==> src/otfs_defs.vh <==
// Constants for the output terminal function select block
// How it works
// Five open-collector terminals, one relay, own selects
// Per-output polarity: normally open or inverted
// Fault mode 01/02 puts 3/4-bit code out
// Code terminals ignore their function selects
// Codes 00,01,02,06 map run and arrival
// Codes 03 and 26 give overload notices
// Codes 04 and 31 give PID flags
// Codes 08 and 09 give power loss, undervoltage
// Codes 11 and 12 give time-exceeded flags
// Code 13 gives thermal protection alarm
// Codes 39,40,42 give maintenance warnings
// Codes 21 and 22 give zero-Hz, deviation
// Codes 24 and 25 give second arrival set
// Codes 27,28,29 give analog input disconnects
// Code 32 gives comm line disconnect
// Codes 33 to 38 give logic results
// Codes 44 to 49 give sequence outputs
// Code 43 low current, 41 start contact
// Undefined codes give deasserted before polarity
`ifndef OTFS_DEFS_VH
`define OTFS_DEFS_VH

// ----------------------------------------------------------------
// Register map (byte addresses)
// ----------------------------------------------------------------
`define OTFS_ADDR_TERM_FUNC0 8'h00
`define OTFS_ADDR_RELAY_FUNC 8'h14
`define OTFS_ADDR_POLARITY 8'h18
`define OTFS_ADDR_FAULT_MODE 8'h1c
`define OTFS_ADDR_STATUS 8'h20

// ----------------------------------------------------------------
// Reset values
// ----------------------------------------------------------------
`define OTFS_RST_TERM_FUNC 6'h00
`define OTFS_RST_RELAY_FUNC 6'h05
`define OTFS_RST_POLARITY 6'h20
`define OTFS_RST_FAULT_MODE 2'h0

// ----------------------------------------------------------------
// Fault code output modes
// ----------------------------------------------------------------
`define OTFS_FAULT_OFF 2'h0
`define OTFS_FAULT_3BIT 2'h1
`define OTFS_FAULT_4BIT 2'h2

// ----------------------------------------------------------------
// Function selection codes
// ----------------------------------------------------------------
`define OTFS_CODE_RUN 6'h00
`define OTFS_CODE_CONST_SPEED 6'h01
`define OTFS_CODE_FREQ_OVER 6'h02
`define OTFS_CODE_OVERLOAD1 6'h03
`define OTFS_CODE_PID_DEV 6'h04
`define OTFS_CODE_FAULT 6'h05
`define OTFS_CODE_FREQ_REACHED 6'h06
`define OTFS_CODE_OVER_TORQUE 6'h07
`define OTFS_CODE_POWER_LOSS 6'h08
`define OTFS_CODE_SUPPLY_LOW 6'h09
`define OTFS_CODE_TORQUE_LIMIT 6'h0a
`define OTFS_CODE_RUN_TIME 6'h0b
`define OTFS_CODE_ON_TIME 6'h0c
`define OTFS_CODE_THERMAL 6'h0d
`define OTFS_CODE_BRAKE_RELEASE 6'h13
`define OTFS_CODE_BRAKE_ERROR 6'h14
`define OTFS_CODE_ZERO_HZ 6'h15
`define OTFS_CODE_SPEED_DEV 6'h16
`define OTFS_CODE_POS_DONE 6'h17
`define OTFS_CODE_FREQ_OVER2 6'h18
`define OTFS_CODE_FREQ_REACHED2 6'h19
`define OTFS_CODE_OVERLOAD2 6'h1a
`define OTFS_CODE_VIN_DISC 6'h1b
`define OTFS_CODE_IIN_DISC 6'h1c
`define OTFS_CODE_VIN2_DISC 6'h1d
`define OTFS_CODE_PID_FB 6'h1f
`define OTFS_CODE_COMM_DISC 6'h20
`define OTFS_CODE_LOGIC_BASE 6'h21
`define OTFS_CODE_CAP_LIFE 6'h27
`define OTFS_CODE_FAN_DROP 6'h28
`define OTFS_CODE_START_CONTACT 6'h29
`define OTFS_CODE_HEATSINK 6'h2a
`define OTFS_CODE_LOW_CURRENT 6'h2b
`define OTFS_CODE_SEQ_BASE 6'h2c
`define OTFS_CODE_READY 6'h32
`define OTFS_CODE_FWD_ROT 6'h33
`define OTFS_CODE_REV_ROT 6'h34
`define OTFS_CODE_MAJOR_FAIL 6'h35
`define OTFS_CODE_WINCMP_BASE 6'h36

`endif

==> src/otfs_core.v <==
// Output terminal function select with APB register access
//
// The implementer's own choices: the APB interface to the registers and the placing of the registers.
`timescale 1ns/1ps
`default_nettype none
`include "otfs_defs.vh"

module otfs_core (
   input wire i_core_clk,
   input wire i_rstn,
   // APB slave
   input wire i_psel,
   input wire i_penable,
   input wire i_pwrite,
   input wire [7:0] i_paddr,
   input wire [31:0] i_pwdata,
   output reg [31:0] o_prdata,
   output reg o_pready,
   output reg o_pslverr,
   // Internal status sources, same clock domain
   input wire i_running,
   input wire i_constant_speed_reached,
   input wire i_set_freq_overreached,
   input wire i_set_freq_reached,
   input wire i_set_freq_overreached_second,
   input wire i_set_freq_reached_second,
   input wire i_overload_notice_first,
   input wire i_overload_notice_second,
   input wire i_pid_deviation_flag,
   input wire i_pid_feedback_compare,
   input wire i_fault_flag,
   input wire i_over_torque,
   input wire i_momentary_power_loss,
   input wire i_supply_low_flag,
   input wire i_torque_limited,
   input wire i_run_time_exceeded,
   input wire i_power_on_time_exceeded,
   input wire i_thermal_protect_alarm,
   input wire i_brake_release,
   input wire i_brake_error,
   input wire i_zero_hertz_detect,
   input wire i_speed_deviation_max,
   input wire i_position_done,
   input wire i_voltage_input_disconnect,
   input wire i_current_input_disconnect,
   input wire i_second_voltage_input_disconnect,
   input wire i_comm_line_disconnect,
   input wire [5:0] i_logic_result,
   input wire i_capacitor_life_warning,
   input wire i_fan_speed_drop,
   input wire i_start_contact_flag,
   input wire i_heatsink_overheat_warning,
   input wire i_low_current_flag,
   input wire [5:0] i_sequence_output,
   input wire i_drive_ready,
   input wire i_forward_rotation,
   input wire i_reverse_rotation,
   input wire i_major_failure,
   input wire [2:0] i_window_compare,
   input wire [3:0] i_fault_code_bits,
   // Open-collector terminals and relay
   input wire [4:0] i_terminal_pin,
   output reg [4:0] o_terminal_out,
   output reg [4:0] o_terminal_oe_n,
   output reg o_relay_coil
);

   // ----------------------------------------------------------------
   // Configuration registers
   // ----------------------------------------------------------------
   // Entries 0..4 are the terminals, entry 5 the relay
   reg [5:0] func_reg [0:5];
   reg [5:0] polarity_reg;
   reg [1:0] fault_mode_reg;
   reg [4:0] pin_meta_reg;
   reg [4:0] pin_sync_reg;
   reg [5:0] active_reg;
   reg [5:0] active_next;
   reg [63:0] source_vec;
   reg [31:0] rdata_next;
   reg addr_ok;
   integer k;
   integer r;

   wire apb_setup;
   wire apb_write;
   wire [5:0] word_idx;
   wire [3:0] code_mask;

   assign apb_setup = i_psel & ~i_penable;
   assign apb_write = i_psel & i_penable & o_pready & i_pwrite & ~o_pslverr;
   assign word_idx = i_paddr[7:2];

   // ----------------------------------------------------------------
   // Status source map, indexed by selection code
   // ----------------------------------------------------------------
   // Unlisted codes stay zero, so an undefined select reads as deasserted
   always @* begin
      source_vec = 64'h0;
      source_vec[`OTFS_CODE_RUN] = i_running;
      source_vec[`OTFS_CODE_CONST_SPEED] = i_constant_speed_reached;
      source_vec[`OTFS_CODE_FREQ_OVER] = i_set_freq_overreached;
      source_vec[`OTFS_CODE_FREQ_REACHED] = i_set_freq_reached;
      source_vec[`OTFS_CODE_OVERLOAD1] = i_overload_notice_first;
      source_vec[`OTFS_CODE_OVERLOAD2] = i_overload_notice_second;
      source_vec[`OTFS_CODE_PID_DEV] = i_pid_deviation_flag;
      source_vec[`OTFS_CODE_PID_FB] = i_pid_feedback_compare;
      source_vec[`OTFS_CODE_FAULT] = i_fault_flag;
      source_vec[`OTFS_CODE_OVER_TORQUE] = i_over_torque;
      source_vec[`OTFS_CODE_POWER_LOSS] = i_momentary_power_loss;
      source_vec[`OTFS_CODE_SUPPLY_LOW] = i_supply_low_flag;
      source_vec[`OTFS_CODE_TORQUE_LIMIT] = i_torque_limited;
      source_vec[`OTFS_CODE_RUN_TIME] = i_run_time_exceeded;
      source_vec[`OTFS_CODE_ON_TIME] = i_power_on_time_exceeded;
      source_vec[`OTFS_CODE_THERMAL] = i_thermal_protect_alarm;
      source_vec[`OTFS_CODE_BRAKE_RELEASE] = i_brake_release;
      source_vec[`OTFS_CODE_BRAKE_ERROR] = i_brake_error;
      source_vec[`OTFS_CODE_ZERO_HZ] = i_zero_hertz_detect;
      source_vec[`OTFS_CODE_SPEED_DEV] = i_speed_deviation_max;
      source_vec[`OTFS_CODE_POS_DONE] = i_position_done;
      source_vec[`OTFS_CODE_FREQ_OVER2] = i_set_freq_overreached_second;
      source_vec[`OTFS_CODE_FREQ_REACHED2] = i_set_freq_reached_second;
      source_vec[`OTFS_CODE_VIN_DISC] = i_voltage_input_disconnect;
      source_vec[`OTFS_CODE_IIN_DISC] = i_current_input_disconnect;
      source_vec[`OTFS_CODE_VIN2_DISC] = i_second_voltage_input_disconnect;
      source_vec[`OTFS_CODE_COMM_DISC] = i_comm_line_disconnect;
      source_vec[`OTFS_CODE_CAP_LIFE] = i_capacitor_life_warning;
      source_vec[`OTFS_CODE_FAN_DROP] = i_fan_speed_drop;
      source_vec[`OTFS_CODE_HEATSINK] = i_heatsink_overheat_warning;
      source_vec[`OTFS_CODE_START_CONTACT] = i_start_contact_flag;
      source_vec[`OTFS_CODE_LOW_CURRENT] = i_low_current_flag;
      source_vec[`OTFS_CODE_READY] = i_drive_ready;
      source_vec[`OTFS_CODE_FWD_ROT] = i_forward_rotation;
      source_vec[`OTFS_CODE_REV_ROT] = i_reverse_rotation;
      source_vec[`OTFS_CODE_MAJOR_FAIL] = i_major_failure;
      for (k = 0; k < 6; k = k + 1) begin
         source_vec[`OTFS_CODE_LOGIC_BASE + k] = i_logic_result[k];
         source_vec[`OTFS_CODE_SEQ_BASE + k] = i_sequence_output[k];
      end
      for (k = 0; k < 3; k = k + 1) begin
         source_vec[`OTFS_CODE_WINCMP_BASE + k] = i_window_compare[k];
      end
   end

   // ----------------------------------------------------------------
   // Per-output selection, fault code override and polarity
   // ----------------------------------------------------------------
   // Terminals carrying fault code bits; mode 03 is treated as off
   assign code_mask = (fault_mode_reg == `OTFS_FAULT_3BIT) ? 4'h7 :
                      (fault_mode_reg == `OTFS_FAULT_4BIT) ? 4'hf : 4'h0;

   wire [5:0] asserted_vec;
   genvar g;
   generate
      for (g = 0; g < 6; g = g + 1) begin : g_out
         wire selected;
         assign selected = source_vec[func_reg[g]];
         if (g < 4) begin : g_code
            // Function select is bypassed entirely while the code owns the pin
            assign asserted_vec[g] = code_mask[g] ? i_fault_code_bits[g] : selected;
         end else begin : g_plain
            assign asserted_vec[g] = selected;
         end
      end
   endgenerate

   // One process for the whole vector, so no bit has a second driver
   always @* begin
      active_next = asserted_vec ^ polarity_reg;
   end

   // ----------------------------------------------------------------
   // Output flops and pin readback synchroniser
   // ----------------------------------------------------------------
   always @(posedge i_core_clk) begin
      if (!i_rstn) begin
         active_reg <= 6'h00;
         o_terminal_out <= 5'h00;
         o_terminal_oe_n <= 5'h1f;
         o_relay_coil <= 1'b0;
         pin_meta_reg <= 5'h00;
         pin_sync_reg <= 5'h00;
      end else begin
         active_reg <= active_next;
         // Open collector only ever pulls low; enable low means conducting
         o_terminal_out <= 5'h00;
         o_terminal_oe_n <= ~active_next[4:0];
         o_relay_coil <= active_next[5];
         pin_meta_reg <= i_terminal_pin;
         pin_sync_reg <= pin_meta_reg;
      end
   end

   // ----------------------------------------------------------------
   // APB slave: one wait-free access phase, answer registered in setup
   // ----------------------------------------------------------------
   always @* begin
      rdata_next = 32'h0;
      addr_ok = 1'b1;
      if (word_idx < 6'h06) begin
         rdata_next[5:0] = func_reg[word_idx[2:0]];
      end else if (i_paddr == `OTFS_ADDR_POLARITY) begin
         rdata_next[5:0] = polarity_reg;
      end else if (i_paddr == `OTFS_ADDR_FAULT_MODE) begin
         rdata_next[1:0] = fault_mode_reg;
      end else if (i_paddr == `OTFS_ADDR_STATUS) begin
         rdata_next[5:0] = active_reg;
         rdata_next[12:8] = pin_sync_reg;
      end else begin
         addr_ok = 1'b0;
      end
      if (i_paddr[1:0] != 2'h0) begin
         addr_ok = 1'b0;
         rdata_next = 32'h0;
      end
   end

   always @(posedge i_core_clk) begin
      if (!i_rstn) begin
         o_pready <= 1'b0;
         o_pslverr <= 1'b0;
         o_prdata <= 32'h0;
      end else if (apb_setup) begin
         o_pready <= 1'b1;
         o_pslverr <= ~addr_ok | (i_pwrite & (i_paddr == `OTFS_ADDR_STATUS));
         o_prdata <= i_pwrite ? 32'h0 : rdata_next;
      end else begin
         o_pready <= 1'b0;
         o_pslverr <= 1'b0;
         o_prdata <= 32'h0;
      end
   end

   always @(posedge i_core_clk) begin
      if (!i_rstn) begin
         for (r = 0; r < 5; r = r + 1) begin
            func_reg[r] <= `OTFS_RST_TERM_FUNC;
         end
         func_reg[5] <= `OTFS_RST_RELAY_FUNC;
         polarity_reg <= `OTFS_RST_POLARITY;
         fault_mode_reg <= `OTFS_RST_FAULT_MODE;
      end else if (apb_write) begin
         if (word_idx < 6'h06) begin
            func_reg[word_idx[2:0]] <= i_pwdata[5:0];
         end else if (i_paddr == `OTFS_ADDR_POLARITY) begin
            polarity_reg <= i_pwdata[5:0];
         end else if (i_paddr == `OTFS_ADDR_FAULT_MODE) begin
            fault_mode_reg <= i_pwdata[1:0];
         end
      end
   end

endmodule
`default_nettype wire

==> config.mk <==
export PLATFORM = sky130hd
export DESIGN_NAME = otfs_core
export DESIGN_NICKNAME = d
export VERILOG_FILES = /design/src/otfs_core.v
export VERILOG_INCLUDE_DIRS = /design/src
export SDC_FILE = /design/constraint.sdc
export NUM_CORES = 1
export LEC_CHECK = 0
export ABC_AREA = 1
export BUFFER_PORTS_ARGS = -buffer_cell sky130_fd_sc_hd__buf_2
export CAP_MARGIN = 5
export CORE_MARGIN = 2
export CORE_UTILIZATION = 45
export CTS_CLUSTER_DIAMETER = 60
export CTS_CLUSTER_SIZE = 10
export DETAILED_ROUTE_END_ITERATION = 8
export GPL_TIMING_DRIVEN = 0
export PLACE_DENSITY = 0.64
export SLEW_MARGIN = 10
export SYNTH_ARGS = -nofsm -noshare
export SYNTH_HDL_FRONTEND = slang
export SYNTH_SLANG_ARGS = --single-unit
==> constraint.sdc <==
create_clock -name i_core_clk -period 2.14 [get_ports i_core_clk]
set_input_delay 0.107 -clock i_core_clk [delete_from_list [all_inputs] [get_ports i_core_clk]]
set_output_delay 0.107 -clock i_core_clk [all_outputs]
set_load 0.02 [all_outputs]
Yosys cells after proc, flatten, opt, wreduce, memory -nomap -nowiden --
Memory sizes are Yosys's and may differ from the RTL's. Cells that the tools add are included.
Word-level totals: logic and storage cells 87, output and inout bits 45, RAM bits 36, flip-flop bits (word level) 64, input bits 105, memories 1
Memory list:
- func_reg | depth 6, width 6, read ports 7, clocked after Yosys merged registers in 0, wr ports 6, line otfs_core.v:72 | reg [5:0] func_reg [0:5];
Cells by class: reductions and logical operators 8, mux-type cells 37, bitwise gates (word level) 17, order comparisons 7, equality and inequality tests 5
Operators with widths (count):
- 6-bit by 7-bit < comparator with 1-bit output (second input constant) | 6
- 1-bit binary-select mux with 6-bit select | 6
- 6-bit 2-to-1 mux | 4
- 1-bit 2-to-1 mux | 22
- 8-bit by 5-bit equality test with 1-bit output (second input constant) | 2
- 4-bit 2-to-1 mux | 3
- 8-bit by 6-bit equality test with 1-bit output (second input constant) | 1
- 1-bit inverter | 8
- 8-bit OR reduction | 1
- 1-bit AND | 6
- 6-bit by 3-bit < comparator with 1-bit output (second input constant) | 1
- 6-bit OR reduction | 1
- 6-bit XOR | 1
- 5-bit inverter | 1
- 4-bit AND reduction | 1
- 4-bit OR reduction | 1
- 3-bit 2-to-1 mux | 1
- 3-bit AND reduction | 1
- 3-bit OR reduction | 1
- 2-bit by 1-bit equality test with 1-bit output (second input constant) | 1
- 2-bit equality test (second input constant) | 1
- 2-bit 2-to-1 mux | 1
- 2-bit AND reduction | 1
- 2-bit nonzero test | 1
- 1-bit bitwise OR | 1

Longest topological paths before layout --
Gate-level depths: netlist of the first run.
depth after elaboration 9, gate-level depth with buffers 14, depth with buffers taken out 13

Worst setup path after synthesis of the first run --
OpenSTA, ideal clock, no wires.
kind reg2reg, start point reg o_pready, end point mem func_reg[0][0] (enable), buffers on the path 0, cell stages (with the launch flop) 11, path slack 0.195 ns, period minus slack after synthesis 1.945 ns, arrival time 1.626 ns, library setup time 0.318 ns, data required time 1.822 ns, cells stage by stage dfxtp_1 > inv_1 > nor4_2 > inv_1 > nor2_4 > inv_2 > nor2_8 > inv_6 > nor2_8 > nand2_4 > nand2_1
RTL lines:
- from (decl) | line otfs_core.v:18 | output reg o_pready,
- from (signal assigned) | line otfs_core.v:220 | o_pready <= 1'b0;
- from (signal assigned) | line otfs_core.v:224 | o_pready <= 1'b1;
- from (signal assigned) | line otfs_core.v:228 | o_pready <= 1'b0;
- to (decl) | line otfs_core.v:72

==> results of run 1 <==
## through the flow
step,total power [mW],hold WS (ns)
2_1_floorplan,2.460,0.1972
3_3_place_gp,2.817,0.2876
3_5_place_dp,2.815,0.2936
4_1_cts,4.358,0.004938
5_1_grt,4.537,0.01283
6_report,4.377,0.005617
## power by group
part | leakage, nW | switching (mW) | total [mW] | internal [mW]
Clock | 0.147 | 0.731 | 1.55 | 0.819
Sequential | 0.845 | 0.0311 | 1.89 | 1.86
Combinational | 3.09 | 0.649 | 0.934 | 0.285
## worst max-delay path, cell delays in order, from the launching register on
cell,delay [ns]
edfxtp_1,0.33
clkbuf_2,0.24
buf_2,0.35
nand3_1,0.12
nand3_1,0.12
nand3_1,0.08
nand3_1,0.16
nand3_1,0.13
nand3_2,0.15
nand2_1,0.08
nand2_1,0.06
nand3_1,0.08
## per-layer routing
| metal | part of all wire, % | routed length, um | vias up |
|---|---|---|---|
| li1 | - | - | 3978 |
| met1 | 39 | 12180 | 3831 |
| met2 | 43 | 13590 | 546 |
| met3 | 11 | 3350 | 133 |
| met4 | 7.0 | 2196 | 0 |
| met5 | 0 | 0 | - |
## final timing paths
check | endpoint | slack, ns
setup / recovery | o_terminal_oe_n[1] | 0.07
hold / removal | o_pready | 0.006
setup reg to reg | o_terminal_oe_n[1] | 0.07
hold reg to reg | o_prdata[8] | 0.41
## layout by cell type (no fill, tap or decap), types with 11 or more instances in the layout
master	instances
inv_1	134
o21ai_0	86
clkbuf_1	11
edfxtp_1	48
dfxtp_1	42
conb_1	38
nor2_1	74
nand3_1	200
a21oi_1	83
buf_4	34
buf_2	129
o211ai_1	31
nand2_1	269
## final cells by class
cell class / instances / area (um^2)
fillers: 1722 / 7315
multi-input cells: 841 / 4005
flip-flops and latches: 90 / 2282
inverters: 146 / 564.3
repair buffers: 100 / 530.5
plain buffers: 86 / 514.2
well taps: 216 / 270.3
clock buffers: 9 / 225.2
clock inverters: 7 / 63.81
## cells by family (layout without fill, tap and decap cells)
kind of cell	Yosys count	in the layout
adders and majority gates	1	1
AOI/OAI and AO/OA	221	221
and+or+nand+nor	579	579
DFF	90	90
other	1	38
muxes	2	2
buffers and inverters	234	348
## what timing repair did
item                                    4_1_cts  5_1_grt
buffers inserted                              0        0
endpoints found under the setup margin        0       15
hold endpoints to repair                      6        0
resized for setup                             0        7
hold buffers                                  6        0
==> impl_metrics.toml, run 1 <==
[placed_design]
dpl_worst_slack_ns = 0.03283
dpl.cell_count = 1475
io_buffer_count = 94
place.gp.congestion = 1.082
place_area_um2 = 8097
post-dp-hpwl_um = 23980

[worst_hold_path]
min_path_cells = 3
hold_path_class = "in2reg"
hold_start = "i_psel"

[synth]
synthXorXnorAreaFrac_pct = 0
synth_most_common_cell = "nand2_1"
yosys.cell_types.count = 39
synth-seq-cells = 90
yosys.area.top_type_share_pct = 19.97
avgSynthCellArea_um2 = 6.398
synth_area_um2 = 7217
synth_top_family_by_area = "simple AND/OR/NAND/NOR gates"
synthSimpleGateAreaFrac_pct = 35.90
synthCells = 1128
synth_warnings = 0
ys.flop_type = "edfxtp_1"
synthArstFlopShare_pct = 0
synth.largest_area_cell = "edfxtp_1"
synthMuxAreaShare_pct = 0.2774
synth-edff-count = 48
synth_compound_area_share_pct = 17.02
synth-seq-area-share_pct = 31.62
synthAdderAreaFrac_pct = 0.1734
ys_top_cells_by_area = "edfxtp_1, nand2_1, nand3_1"
synthTopCellsByCount = "nand2_1, nand3_1, inv_1"

[die]
initial_utilization_pct = 45.76
die_w_um = 130.6
die_y_um = 130.6
ios = 150
die_area_um2 = 17070
rows = 46
core_area_um2 = 15770

[setup_path]
end_kind = "flop"
crit_arrival_ns = 2.26
critPathLaunch = "func_reg[1][1]"
r2r_cells = 11
critPathKind = "reg2reg"
worstPathMaxFanout = 10
start_kind = "flop"
r2r-start = "func_reg[1][1]"
worstPathRequired_ns = 2.33

[global_route]
grtUsageMet1_pct = 46.35
antenna_found_initial = 0
met2_usage_pct = 56.74
top_usage_layer = "met2"
grt_max_degree = 19
grt_overflow = 0
grt_usage_pct = 36.60
grt_pass1_wl_um = 45570
use_met3_pct = 7.207
grt_pass1_vias = 7868

[finish]
stdcell_count = 1495
nNetsFinal = 1380
synthToLayoutAreaGrowth_pct = 17.16
final_area_um2 = 8456
final_util_pct = 53.62
largest_reg_flops = 48
diodes = 0
drive_gt1_share_pct = 17.04

[timing]
hold_violations = 0
period_needed_ns = 2.074
tightest_slew_ns = 0.7418
slew_violations = 0
relSlewSlack_pct = 50.55
fin_ws_ns = 0.06629
rsz0062_at_grt = "no"
max_clock_freq_mhz = 482.2
skew_ns = 0.01004
setup_viol = 0
fin_tns_setup_ns = 0
fin_crit_sh_pct = 96.90

[clocking]
cts_tree = "built"
clockBufferDepth = 2
numClockSinks = 90
cts_htree_levels = 3
numCtsBuffers = 9
clockRootBuffer = "clkbuf_16"
clk_pin_slew_ns = 0.07
clkLatencyLatePin_ns = 0.35

[drt]
num_vias = 8488
drc = 0
viasPerCell = 5.678
wl_per_cell_um = 20.95
dr.pass1.iters = 6
drtAntennaViolNets = 0
drtIter0Drc = 971
finalWirelength_um = 31320

[pwr]
powerDensity_nw_per_um2 = 517.6
p_leak_nw = 4.084
ir_drop_mv = 0.6837

[run]
drv_cap = 0

[status]
status = "completed"
Note: power is estimated with default switching activity, not from simulation.
==> run 2: changes to the inputs <==
--- a/config.mk
+++ b/config.mk
@@ -14,7 +14,6 @@
 export CTS_CLUSTER_DIAMETER = 60
 export CTS_CLUSTER_SIZE = 10
 export DETAILED_ROUTE_END_ITERATION = 8
-export GPL_TIMING_DRIVEN = 0
 export PLACE_DENSITY = 0.64
 export SLEW_MARGIN = 10
 export SYNTH_ARGS = -nofsm -noshare
==> constraint.sdc (replaced) <==
create_clock -name i_core_clk -period 2 [get_ports i_core_clk]
set_input_delay 0.1 -clock i_core_clk [delete_from_list [all_inputs] [get_ports i_core_clk]]
set_output_delay 0.1 -clock i_core_clk [all_outputs]
set_load 0.02 [all_outputs]
==> impl_metrics.toml, run 2 (synthesis results as in run 1) <==
[timing]
hold_violations = 0
rsz0062_at_grt = "no"
fin_tns_setup_ns = 0
skew_ns = 0.01201
relSlewSlack_pct = 66.48
fin_crit_sh_pct = 94.77
period_needed_ns = 1.895
slew_violations = 0
tightest_slew_ns = 0.4985
max_clock_freq_mhz = 527.6
fin_ws_ns = 0.1047
setup_viol = 0

[drt]
num_vias = 8038
drtAntennaViolNets = 0
viasPerCell = 5.487
dr.pass1.iters = 7
finalWirelength_um = 27170
drc = 0
wl_per_cell_um = 18.55
drtIter0Drc = 654

[setup_path]
worstPathRequired_ns = 2.19
start_kind = "flop"
critPathKind = "reg2reg"
worstPathMaxFanout = 7
crit_arrival_ns = 2.09
end_kind = "flop"

[die]
rows = 46
ios = 150
die_w_um = 130.6
die_area_um2 = 17070
initial_utilization_pct = 45.76
die_y_um = 130.6
core_area_um2 = 15770

[clocking]
clkLatencyLatePin_ns = 0.35
clockBufferDepth = 2
clk_pin_slew_ns = 0.07
cts_htree_levels = 3
numCtsBuffers = 9
clockRootBuffer = "clkbuf_16"
numClockSinks = 90
cts_tree = "built"

[status]
status = "completed"

[finish]
largest_reg_flops = 48
layout_commonest_cell = "nand2_1"
drive_gt1_share_pct = 16.09
layout_common_cells = "nand2_1, nand3_1, inv_1"
synthToLayoutAreaGrowth_pct = 17.46
nNetsFinal = 1350
fill_cells = 1672
final_area_um2 = 8477
ff_latch_area_um2 = 2282
diodes = 0
final_util_pct = 53.75
multi_input_area_um2 = 4024

[pwr]
p_sw_share_pct = 30.10
powerDensity_nw_per_um2 = 543.5
p_leak_nw = 4.015
pwr-share-seq_pct = 44.1
p_sw_mw = 1.387
combPwrFrac_pct = 20.0
p_int_mw = 3.221
p_clk_share_pct = 35.9
ir_drop_mv = 0.5877

[global_route]
grt_pass1_wl_um = 41100
grt_overflow = 0
grt_usage_pct = 32.20
grt_max_degree = 39
grt_pass1_vias = 7379
antenna_found_initial = 0

[run]
drv_cap = 0

[placed_design]
place_area_um2 = 8006
post-dp-hpwl_um = 21380
io_buffer_count = 97
dpl_worst_slack_ns = 0.03296
place.gp.congestion = 1.033

[worst_hold_path]
hold_path_class = "in2reg"
==> run 2: changes by cell type in the layout (fill, tap and decap cells not counted), sizes merged <==
| cell | previous run | this run |
|---|---|---|
| clkinv | 1 | 2 |
| buf | 165 | 148 |
| dlygate4sd3 | 6 | 7 |
| clkinvlp | 1 | 2 |
| inv | 151 | 148 |
| clkbuf | 24 | 11 |
==> run 2: worst max-delay path, stage by stage, from the launching register on <==
cell and delay (ns):
dfxtp_1 0.33, inv_1 0.07, nor4_4 0.27, inv_1 0.13, nor2_4 0.10, inv_2 0.07
nor2_8 0.19, inv_6 0.06, buf_4 0.17, nor2_4 0.13, inv_1 0.09, nor2_1 0.14
==> run 2: power groups by stage <==
stage                     logic, mW  registers (mW)  clock network (mW)
after detailed placement      0.879            2.07                   0
final                         0.922            2.03                1.65
after global routing           1.01            2.04                1.73
after global placement        0.880            2.07                   0
after floorplan               0.570            2.06                   0
after CTS                     0.892            2.03                1.67
==> run 2: what timing repair did <==
item | 4_1_cts | 5_1_grt
endpoints found under the hold margin | 6 | 0
hold buffers | 7 | 0
endpoints found under the setup margin | 0 | 44
setup buffers | 0 | 6
gates resized for setup | 0 | 17
==> run 2: final cells by class <==
class,count,area share (%)
Clock buffer,11,2.996
Sequential cell,90,26.92
Inverter,146,6.716
Multi-Input combinational cell,841,47.47
Clock inverter,5,0.4871
Tap cell,216,3.188
Timing Repair inverter,1,0.08856
Timing Repair Buffer,155,12.13
==> run 2: per-stage QoR <==
step / total power [mW] / hold slack, ns / std cells
global route: 4.774 / 0.06520 / 1465
finish: 4.608 / 0.04270 / 1465
global placement: 2.950 / 0.2800 / 1435
detailed placement: 2.950 / 0.2855 / 1435
CTS: 4.589 / 0.04037 / 1458
floorplan: 2.632 / 0.1902 / 1165
==> run 2: per-layer routing <==
metal,track usage (%),wire length (um),vias up
met5,0,0,-
met2,53.49,12430,393
met4,20.84,1896,0
met3,3.746,1860,87
li1,-,-,3920
met1,39.70,10990,3638
==> run 2: path summary, 6_finish.rpt <==
kind | startpoint | to | slack (ns) | cells past startpoint
max | o_pready | func_reg[3][3] | 0.10 | 11
min | i_pwdata[2] | polarity_reg[2] | 0.04 | 3
max reg2reg | o_pready | func_reg[3][3] | 0.10 | 11
min reg2reg | pin_sync_reg[2] | o_prdata[10] | 0.41 | 2
